`config.mk`:
```
export PLATFORM = sky130hd
export DESIGN_NAME = oms_mode_select
export DESIGN_NICKNAME = d
export VERILOG_FILES = /design/src/core/oms_pkg.sv /design/src/core/oms_mode_select.sv
export SDC_FILE = /design/constraint.sdc
export NUM_CORES = 1
export LEC_CHECK = 0
export BUFFER_PORTS_ARGS = -buffer_cell sky130_fd_sc_hd__buf_4
export CAP_MARGIN = 40
export CELL_PAD_IN_SITES_DETAIL_PLACEMENT = 1
export CELL_PAD_IN_SITES_GLOBAL_PLACEMENT = 2
export CORE_MARGIN = 1
export CORE_UTILIZATION = 26
export DETAILED_ROUTE_END_ITERATION = 7
export PLACE_DENSITY = 0.95
export SYNTH_ARGS = -nofsm -noshare
export SYNTH_HDL_FRONTEND = slang
export SYNTH_SLANG_ARGS = --single-unit
```
`constraint.sdc`:
```
create_clock -name i_ref_clk -period 7.9 [get_ports i_ref_clk]
set_input_delay 2.37 -clock i_ref_clk [delete_from_list [all_inputs] [get_ports i_ref_clk]]
set_output_delay 2.37 -clock i_ref_clk [all_outputs]
set_load 0.01 [all_outputs]
```
`src/core/oms_pkg.sv`:
```
/*
 * oms_pkg: constants and carrier types for the operation mode selector.
 * Assumes setting values arrive already range-checked by the parameter
 * store; unlisted operation-mode codes simply fall through to "hold mode".
 */
package oms_pkg;

    // drive operation modes; the external mode is the power-up default
    typedef enum logic [1:0]
    {
        OMS_EXTERNAL,
        OMS_PANEL,
        OMS_NETWORK,
        OMS_COMBINED
    } oms_mode_t;

    localparam int OM_W = 3;
    localparam int SU_W = 4;
    localparam int SRC_W = 4;
    localparam int TERM_N = 7;
    localparam int SEL_W = 8;

    // operation-mode setting values
    localparam logic [OM_W-1:0] OM_SWITCHABLE = 3'h0;
    localparam logic [OM_W-1:0] OM_PANEL_FIXED = 3'h1;
    localparam logic [OM_W-1:0] OM_EXT_FIXED = 3'h2;
    localparam logic [OM_W-1:0] OM_COMB_A = 3'h3;
    localparam logic [OM_W-1:0] OM_COMB_B = 3'h4;
    localparam logic [OM_W-1:0] OM_RUN_SWITCH = 3'h6;
    localparam logic [OM_W-1:0] OM_INTERLOCK = 3'h7;

    // startup-mode setting values
    localparam logic [SU_W-1:0] SU_AS_SET = 4'h0;
    localparam logic [SU_W-1:0] SU_NETWORK = 4'h1;
    localparam logic [SU_W-1:0] SU_NET_PANEL = 4'hA;

    // network command source: communication option
    localparam logic [SRC_W-1:0] SRC_OPTION = 4'h0;

    // terminal function codes
    localparam logic [SEL_W-1:0] FN_INTERLOCK = 8'h0C;
    localparam logic [SEL_W-1:0] FN_PANEL_EXT = 8'h10;
    localparam logic [SEL_W-1:0] FN_NET_PANEL = 8'h41;
    localparam logic [SEL_W-1:0] FN_NET_EXT = 8'h42;

    // reset values
    localparam oms_mode_t MODE_RST = OMS_EXTERNAL;
    localparam logic [TERM_N:0] SYNC_RST = 8'h00;

    // parameter settings that steer the selector
    typedef struct packed
    {
        logic [OM_W-1:0] operation_mode_setting;
        logic [SU_W-1:0] startup_mode_setting;
        logic [SRC_W-1:0] net_command_source_setting;
        logic option_fitted;
    } oms_settings_t;

endpackage : oms_pkg

```
`src/core/oms_mode_select.sv`:
```
/*
 * oms_mode_select: picks the drive operation mode from the settings,
 * the terminal function selectors and the assignable input terminals.
 * Assumes the terminals and the output-stop pin are asynchronous pins,
 * and that motor-running and start-command come from same-clock logic.
 */
`timescale 1ns/1ps

module oms_mode_select
(
    input wire logic i_ref_clk,
    input wire logic i_sys_rst,
    input wire oms_pkg::oms_settings_t i_settings,
    input wire logic [oms_pkg::TERM_N-1:0][oms_pkg::SEL_W-1:0] i_term_sel,
    input wire logic [oms_pkg::TERM_N-1:0] i_term_pins,
    input wire logic i_output_stop_pin,
    input wire logic i_motor_running,
    input wire logic i_start_cmd,
    output oms_pkg::oms_mode_t o_mode,
    output logic o_output_stop,
    output logic o_switch_open
);

    logic [oms_pkg::TERM_N:0] sync1_reg;
    logic [oms_pkg::TERM_N:0] sync1_next;
    logic [oms_pkg::TERM_N:0] sync2_reg;
    logic [oms_pkg::TERM_N:0] sync2_next;
    oms_pkg::oms_mode_t mode_reg;
    oms_pkg::oms_mode_t mode_next;
    oms_pkg::oms_mode_t target;
    logic stop_reg;
    logic stop_next;
    logic np_asg, np_on, ne_asg, ne_on, pe_asg, pe_on, il_asg, il_pin;
    logic il_on, stopped, forced, active, take, no_option;
    logic om_net_ok, om_np_ok, np_act, ne_act;
    logic [oms_pkg::OM_W-1:0] om;
    logic [oms_pkg::SU_W-1:0] su;

    assign om = i_settings.operation_mode_setting;
    assign su = i_settings.startup_mode_setting;

    // two-stage synchroniser; stage one feeds only stage two
    always_comb
    begin
        sync1_next = {i_output_stop_pin, i_term_pins};
        sync2_next = sync1_reg;
    end

    always_ff @(posedge i_ref_clk)
    begin
        if (i_sys_rst)
        begin
            sync1_reg <= oms_pkg::SYNC_RST;
            sync2_reg <= oms_pkg::SYNC_RST;
        end
        else
        begin
            sync1_reg <= sync1_next;
            sync2_reg <= sync2_next;
        end
    end

    // route each function to whichever terminal selects its code
    always_comb
    begin
        np_asg = 1'b0;
        np_on = 1'b0;
        ne_asg = 1'b0;
        ne_on = 1'b0;
        pe_asg = 1'b0;
        pe_on = 1'b0;
        il_asg = 1'b0;
        il_pin = 1'b0;
        for (int i = 0; i < oms_pkg::TERM_N; i++)
        begin
            if (i_term_sel[i] == oms_pkg::FN_NET_PANEL)
            begin
                np_asg = 1'b1;
                np_on = np_on | sync2_reg[i];
            end
            if (i_term_sel[i] == oms_pkg::FN_NET_EXT)
            begin
                ne_asg = 1'b1;
                ne_on = ne_on | sync2_reg[i];
            end
            if (i_term_sel[i] == oms_pkg::FN_PANEL_EXT)
            begin
                pe_asg = 1'b1;
                pe_on = pe_on | sync2_reg[i];
            end
            if (i_term_sel[i] == oms_pkg::FN_INTERLOCK)
            begin
                il_asg = 1'b1;
                il_pin = il_pin | sync2_reg[i];
            end
        end
    end

    // without a terminal for it, the output-stop pin acts as interlock
    assign il_on = il_asg ? il_pin : sync2_reg[oms_pkg::TERM_N];
    assign stopped = !i_motor_running || !i_start_cmd;
    assign no_option = (i_settings.net_command_source_setting ==
                        oms_pkg::SRC_OPTION) && !i_settings.option_fitted;
    assign om_np_ok = (om == oms_pkg::OM_SWITCHABLE) ||
                      (om == oms_pkg::OM_RUN_SWITCH) ||
                      (om == oms_pkg::OM_INTERLOCK);
    assign om_net_ok = om_np_ok || (om == oms_pkg::OM_EXT_FIXED);
    // interlock off in setting 7 disables both network inputs
    assign ne_act = ne_asg && om_net_ok &&
                    (su == oms_pkg::SU_AS_SET || su == oms_pkg::SU_NETWORK) &&
                    !(om == oms_pkg::OM_INTERLOCK && !il_on);
    assign np_act = np_asg && om_np_ok &&
                    (su == oms_pkg::SU_NET_PANEL) &&
                    !(om == oms_pkg::OM_INTERLOCK && !il_on);

    // target mode, highest-priority source first
    always_comb
    begin
        target = mode_reg;
        forced = 1'b0;
        active = 1'b0;
        if (om == oms_pkg::OM_PANEL_FIXED)
        begin
            target = oms_pkg::OMS_PANEL;
            forced = 1'b1;
        end
        else if (om == oms_pkg::OM_COMB_A || om == oms_pkg::OM_COMB_B)
        begin
            target = oms_pkg::OMS_COMBINED;
            forced = 1'b1;
        end
        else if (om == oms_pkg::OM_EXT_FIXED &&
                 su == oms_pkg::SU_NET_PANEL)
        begin
            target = oms_pkg::OMS_NETWORK;
            forced = 1'b1;
        end
        else if (om == oms_pkg::OM_INTERLOCK && !il_on)
        begin
            // forced regardless of the start signal
            target = oms_pkg::OMS_EXTERNAL;
            forced = 1'b1;
        end
        else if (ne_act)
        begin
            active = 1'b1;
            if (ne_on)
                target = oms_pkg::OMS_NETWORK;
            else if (np_asg)
                target = np_on ? oms_pkg::OMS_PANEL :
                                 oms_pkg::OMS_EXTERNAL;
            else
                target = oms_pkg::OMS_EXTERNAL;
            // setting 2 keeps the panel/external input from selecting panel mode
            if (target == oms_pkg::OMS_EXTERNAL && pe_asg && !pe_on &&
                om != oms_pkg::OM_EXT_FIXED)
                target = oms_pkg::OMS_PANEL;
        end
        else if (np_act)
        begin
            active = 1'b1;
            if (np_on)
                target = ne_on ? oms_pkg::OMS_NETWORK :
                                 oms_pkg::OMS_PANEL;
            else if (pe_asg && !pe_on)
                target = oms_pkg::OMS_PANEL;
            else if (pe_asg && om == oms_pkg::OM_INTERLOCK)
                target = oms_pkg::OMS_EXTERNAL;
            else
                target = oms_pkg::OMS_NETWORK;
        end
        else if (om == oms_pkg::OM_EXT_FIXED)
        begin
            target = oms_pkg::OMS_EXTERNAL;
            forced = 1'b1;
        end
        else if (pe_asg && om_np_ok)
        begin
            active = 1'b1;
            target = pe_on ? oms_pkg::OMS_EXTERNAL : oms_pkg::OMS_PANEL;
        end
        if (target == oms_pkg::OMS_NETWORK && no_option)
            target = oms_pkg::OMS_PANEL;
    end

    // mode register: switching waits for stop unless forced or setting 6
    always_comb
    begin
        take = forced || (active && (stopped ||
               om == oms_pkg::OM_RUN_SWITCH));
        mode_next = take ? target : mode_reg;
        stop_next = (om == oms_pkg::OM_INTERLOCK) && il_on &&
                    (mode_next == oms_pkg::OMS_EXTERNAL);
    end

    always_ff @(posedge i_ref_clk)
    begin
        if (i_sys_rst)
        begin
            mode_reg <= oms_pkg::MODE_RST;
            stop_reg <= 1'b0;
        end
        else
        begin
            mode_reg <= mode_next;
            stop_reg <= stop_next;
        end
    end

    assign o_mode = mode_reg;
    assign o_output_stop = stop_reg;
    assign o_switch_open = active && (stopped ||
                           om == oms_pkg::OM_RUN_SWITCH); // handshake-like

    // checks on the registered mode against the cycle that caused it
    chk_panel_fixed: assert property (@(posedge i_ref_clk)
        disable iff (i_sys_rst)
        om == oms_pkg::OM_PANEL_FIXED |=> mode_reg == oms_pkg::OMS_PANEL)
        else $error("setting 1 did not fix panel mode");

    chk_combined_fixed: assert property (@(posedge i_ref_clk)
        disable iff (i_sys_rst)
        (om == oms_pkg::OM_COMB_A || om == oms_pkg::OM_COMB_B)
        |=> mode_reg == oms_pkg::OMS_COMBINED)
        else $error("settings 3/4 did not fix combined mode");

    chk_interlock_force: assert property (@(posedge i_ref_clk)
        disable iff (i_sys_rst)
        (om == oms_pkg::OM_INTERLOCK && !il_on)
        |=> mode_reg == oms_pkg::OMS_EXTERNAL)
        else $error("interlock off did not force external mode");

    chk_run_hold: assert property (@(posedge i_ref_clk)
        disable iff (i_sys_rst)
        (!stopped && om == oms_pkg::OM_SWITCHABLE)
        |=> mode_reg == $past(mode_reg))
        else $error("mode changed while running");

    chk_run_switch: assert property (@(posedge i_ref_clk)
        disable iff (i_sys_rst)
        (!stopped && om == oms_pkg::OM_RUN_SWITCH && ne_act && ne_on &&
         !no_option) |=> mode_reg == oms_pkg::OMS_NETWORK)
        else $error("setting 6 refused switch while running");

    chk_np_panel: assert property (@(posedge i_ref_clk)
        disable iff (i_sys_rst)
        (stopped && np_act && np_on && !ne_on &&
         om == oms_pkg::OM_SWITCHABLE)
        |=> mode_reg == oms_pkg::OMS_PANEL)
        else $error("net/panel input on did not select panel");

    chk_ne_external: assert property (@(posedge i_ref_clk)
        disable iff (i_sys_rst)
        (stopped && ne_act && !ne_on && !np_asg && !pe_asg)
        |=> mode_reg == oms_pkg::OMS_EXTERNAL)
        else $error("net/external off did not select external");

    chk_option_fallback: assert property (@(posedge i_ref_clk)
        disable iff (i_sys_rst)
        (mode_reg != $past(mode_reg) &&
         mode_reg == oms_pkg::OMS_NETWORK) |-> !$past(no_option))
        else $error("network mode entered without fitted option");

    chk_no_panel_two: assert property (@(posedge i_ref_clk)
        disable iff (i_sys_rst)
        (stopped && ne_act && om == oms_pkg::OM_EXT_FIXED && !no_option)
        |=> mode_reg != oms_pkg::OMS_PANEL)
        else $error("setting 2 entered panel mode");

    chk_no_external_ten: assert property (@(posedge i_ref_clk)
        disable iff (i_sys_rst)
        (stopped && np_act && om != oms_pkg::OM_INTERLOCK)
        |=> mode_reg != oms_pkg::OMS_EXTERNAL)
        else $error("startup 10 entered external mode");

    chk_stop_external: assert property (@(posedge i_ref_clk)
        disable iff (i_sys_rst)
        (o_output_stop |-> mode_reg == oms_pkg::OMS_EXTERNAL &&
         $past(om) == oms_pkg::OM_INTERLOCK))
        else $error("output stop outside external mode");

    cov_run_switch: cover property (@(posedge i_ref_clk)
        disable iff (i_sys_rst)
        !stopped && om == oms_pkg::OM_RUN_SWITCH && take &&
        mode_next != mode_reg);

    cov_interlock_drop: cover property (@(posedge i_ref_clk)
        disable iff (i_sys_rst)
        om == oms_pkg::OM_INTERLOCK && il_on ##1 !il_on);

    cov_fallback: cover property (@(posedge i_ref_clk)
        disable iff (i_sys_rst)
        np_act && !np_on && no_option);

    cov_output_stop: cover property (@(posedge i_ref_clk)
        disable iff (i_sys_rst)
        $rose(o_output_stop));

endmodule : oms_mode_select

```
### After elaboration in Yosys (flattened, before gate mapping)

Index checks and enable logic that the tools add are counted.

* flip-flop bits (word level): 19
* bits of input ports: 80
* word-level logic and storage cells: 200

* equality and inequality tests: 38
* multiplexer cells: 96
* bitwise operators: 24
* reductions and logical operators: 38

Operators with widths (number)
* $eq A8 B7 Y1 const B: 14
* $mux W1: 75
* $eq A8 B4 Y1 const B: 7
* $eq A8 B5 Y1 const B: 7
* $mux W2: 21
* $or A1 B1 Y1: 24
* $logic_and A1 B1 Y1: 19
* $eq A3 B3 Y1 const B: 3
* $logic_not A4 Y1: 2
* $logic_or A1 B1 Y1: 8
* $eq A3 B2 Y1 const B: 2
* $logic_not A1 Y1: 6
* $eq A4 B1 Y1 const B: 1
* $eq A4 B4 Y1 const B: 1
* $logic_not A2 Y1: 2
* $eq A3 B1 Y1 const B: 1
* $logic_not A3 Y1: 1
* $ne A3 B2 Y1 const B: 1
* $eq A2 B2 Y1 const B: 1

### Longest topological paths before layout

* depth after elaboration: 40
* depth in mapped cells: 10

### Least setup slack after synthesis

No wires, ideal clock.

* path type: input to output
* start: in i_term_sel[35] in the netlist's numbering
* end: out o_switch_open
* arrival: 3751 ps
* data required time: 5530 ps
* setup slack: 1779 ps
* stages on the path: 7
* cells stage by stage: and2_1 and3_1 or3_1 or2_4 a31oi_4 nand2_1 nor2_1

* cells in the longest elaborated chain, start to end: 18

Ends and longest elaborated chain
* start, declared: RTL line oms_mode_select.sv:14 `input wire logic [oms_pkg::TERM_N-1:0][oms_pkg::SEL_W-1:0] i_term_sel,`
* $eq A8 B4 Y1: RTL line oms_mode_select.sv:91 `if (i_term_sel[i] == oms_pkg::FN_INTERLOCK)`
* $mux W1: RTL line oms_mode_select.sv:91
* $or A1 B1 Y1: RTL line oms_mode_select.sv:94 `il_pin = il_pin | sync2_reg[i];`
* $mux W1: RTL line oms_mode_select.sv:91
* $or A1 B1 Y1: RTL line oms_mode_select.sv:94
* $mux W1: RTL line oms_mode_select.sv:91
* $mux W1: RTL line oms_mode_select.sv:100 `assign il_on = il_asg ? il_pin : sync2_reg[oms_pkg::TERM_N];`
* $logic_not A1 Y1: RTL line oms_mode_select.sv:111, oms_mode_select.sv:114, oms_mode_select.sv:138
* [... 2 more ...]
* $logic_and A1 B1 Y1: RTL line oms_mode_select.sv:113 `(su == oms_pkg::SU_NET_PANEL) &&`
* $mux W1: RTL line oms_mode_select.sv:159 `else if (np_act)`
* $mux W1: RTL line oms_mode_select.sv:144 `else if (ne_act)`
* $mux W1 (*): RTL line oms_mode_select.sv:138 `else if (om == oms_pkg::OM_INTERLOCK && !il_on)`
* $mux W1 (*): RTL line oms_mode_select.sv:132 `else if (om == oms_pkg::OM_EXT_FIXED &&`
* $mux W1 (*): RTL line oms_mode_select.sv:127 `else if (om == oms_pkg::OM_COMB_A || om == oms_pkg::OM_COMB_B)`
* $mux W1 (*): RTL line oms_mode_select.sv:122 `if (om == oms_pkg::OM_PANEL_FIXED)`
* $logic_and A1 B1 Y1 (*): RTL line oms_mode_select.sv:212 `assign o_switch_open = active && (stopped ||`
* end, declared: RTL line oms_mode_select.sv:21 `output logic o_switch_open`

Mark *: on every way between the ends. The rest lies on a longest branch, timed or not.

### Final worst setup path

* start: in i_term_sel[33] in the netlist's numbering
* end: out o_switch_open

Same word-level chain as after synthesis.

==> results.yml <==
synth:
  synth_nets: 299
  synth.most_common_cell: "nor2b_1"
  yosysTopAreaCellShare_pct: 22.2
  synth.yosys.seq_area_share_pct: 22.2
  yosysWarnings: 0
  ys_types: 53
  synth_area_per_cell_um2: 7.82
  yosysTopAreaCell: "dfxtp_1"
  synth_edf_count: 0
  async_reset_ff_share_pct: 0
  synthTopCellsByCount: "nor2b_1 (23), nor2_1 (21), dfxtp_1 (19), nand2_1 (16), nand4_1 (14)"
  synth.area.top_cells: "dfxtp_1 (22%), nor2b_1 (8.4%), nand4_1 (5.1%)"
  ys.flop_type: "dfxtp_1"
  netlist_area_um2: 1710
  syn_inst: 219
  synth-seq-cells: 19
cells_and_area:
  final_area_um2: 2470
  fillers: 791
  antenna_cells: 0
  nets: 385
  drive_gt1_share_pct: 33.2
  area_delta_synth_final_pct: 44.3
  multi_input_area_um2: 1290
  ff_latch_area_um2: 380
pwr:
  internal_power_mw: 0.178
  power_switching_share_pct: 27.4
  ir_drop_v: 0.0000928
  p_comb_share_pct: 30.7
  p_per_area_nw_per_um2: 99.1
  p_leak_nw: 0.991
  p_clk_share_pct: 26.9
  pwr-share-seq_pct: 42.4
  p_sw_mw: 0.0672
critical_path:
  cp-end-kind: "output pin"
  cp_data_required_time_ps: 5530
  max_stage_delay_ps: 570
  cpMostUsedCell: "buf_4"
  rrSetupSlack_ps: 5650
  crit_buf_inv: 2
  path_delay_family: "simple AND/OR/NAND/NOR gates"
  critPathLaunchType: "input pin"
  cp_max_fo: 6
  crit_start: "i_term_sel[33]"
  worst-setup-path-type: "in2out"
  arrival_ps: 4160
  reg2reg_from: "sync2_reg[2]$_SDFF_PP0_"
  slowest_stage: "nor4_1"
  worstPathCellList: "buf_4 -> nor4_1 -> nand4_1 -> o21a_1 -> and3_1 -> a31oi_4 -> nand2_1 -> nor2_1 -> buf_4"
sta:
  hold_viol_final: 0
  maxSlewHeadroom_pct: 53.7
  drv_slew: 0
  setup_tns_ps: 0
  fin_skew_ps: 4.25
  rsz0062_at_grt: "false"
  period_needed_ps: 6530
  hold_ws_ps: 443
  setup_viol: 0
  tightest_slew_ps: 685
  fmax_ghz: 0.153
  fin_ws_ps: 1370
  fin_crit_sh_pct: 82.7
detailed_routing:
  drcViolationCount: 0
  num_vias: 2091
  drt-initial-drc-count: 87
  viasPerCell: 5.49
  firstDrtPassIters: 4
  ant_nets: 0
  drt_wl_total_mm: 5.91
  wl_per_cell_um: 15.5
floorplanning:
  die_h_um: 83.2
  start_util_pct: 27.0
  rows: 29
  die_w_um: 83.2
  coreArea_um2: 6350
  ios: 84
  dieArea_um2: 6920
clock_network:
  clk-insertion-delay-late_ps: 260
  clkSinkCount: 19
  cts_tree: "yes"
  clk_pin_slew_ps: 70
  post_cts_resized: 0
  postCtsSetupBuffers: 0
  cts_inserted_buffers: 3
  clock-root-buffer: "clkbuf_8"
  cts_htree_levels: 1
  holdBufCountCts: 0
  clockBufferDepth: 2
worst_hold_path:
  hp-start: "sync1_reg[3]$_SDFF_PP0_"
  worstHoldPathType: "reg2reg"
global_routing:
  grt_pass1_vias: 2080
  grt_pass1_wl_mm: 9.53
  grt_max_degree: 20
  antenna_found_initial: 0
  grt_usage_pct: 16.6
  grt.overflow.total: 0
placed_design:
  portBuffers: 83
  place_ws_ps: 1390
  routabilityCongestion: 0.850
  hpwl_mm: 5.09
  postPlaceCellArea_um2: 2420
run:
  drv_cap: 0
outcome:
  status: "finished clean"
==> layout by cell type, fill, tap and decap left out, drive strengths merged, types with 3 or more instances in the layout <==
master,Yosys,layout
o31ai,3,3
nor4b,12,12
dfxtp,19,19
a21boi,3,3
and2,4,4
nor2,21,21
nand4b,4,4
nand2,16,16
nand2b,4,4
nand3,10,10
nor2b,23,23
inv,8,8
nor4,10,10
a31oi,6,6
nand4,14,14
nor3,3,3
nor3b,3,3
and3,6,6
buf,0,83
clkbuf,2,3
and4,5,5
a22oi,3,3
o21ai,6,6
==> per-stage QoR <==
stage,power (mW),utilization (%),instances
after floorplan,0.133,-,219
after global placement,0.179,38.2,377
after detailed placement,0.181,38.2,377
after CTS,0.247,38.9,381
after global routing,0.258,38.9,381
final,0.245,38.9,381
==> kinds of logic after synthesis <==
family | after synthesis | synth area share (%)
muxes | 1 | 0.657
DFF | 19 | 22.2
AOI/OAI and AO/OA | 43 | 20.2
buffers and inverters | 10 | 2.19
and+or+nand+nor | 146 | 54.8
==> worst register-to-register path: stages, from the launching register on <==
cell and delay (ps):
dfxtp_1 370, nand4_1 110, nand4_1 120, nor4_1 490, o21ai_1 170, o22a_1 210
a311o_1 370, a31oi_2 210, and2b_1 140
==> power groups by stage <==
stage | sequential [mW] | clock [mW] | combinational, mW
final | 0.104 | 0.0658 | 0.0751
after global routing | 0.104 | 0.0715 | 0.0821
after CTS | 0.104 | 0.0680 | 0.0753
after detailed placement | 0.106 | 0 | 0.0749
after global placement | 0.106 | 0 | 0.0730
after floorplan | 0.105 | 0 | 0.0279
==> final cells by class <==
type	count	share of cell area, %
multi-input cells	190	52.4
well taps	77	3.90
inverters	8	1.22
repair buffers	83	25.2
clock inverters	1	0.203
flip-flops and latches	19	15.4
clock buffers	3	1.67
==> path summary, 6_finish.rpt <==
| check | end | depth (start not counted) |
|---|---|---|
| max | o_switch_open | 9 |
| min | sync2_reg[3]$_SDFF_PP0_ | 1 |
| max reg2reg | o_mode[0]$_SDFF_PP0_ | 8 |
| min reg2reg | sync2_reg[3]$_SDFF_PP0_ | 1 |
==> metal layers <==
layer / GRT usage (%) / share of wire (%) / up-vias
li1: - / - / 1035
met4: 3.61 / 1.5 / 0
met3: 1.79 / 6.3 / 16
met1: 21.5 / 44 / 963
met2: 29.7 / 48 / 77
met5: 0 / 0 / -
Power figures use the tool's default switching activity.
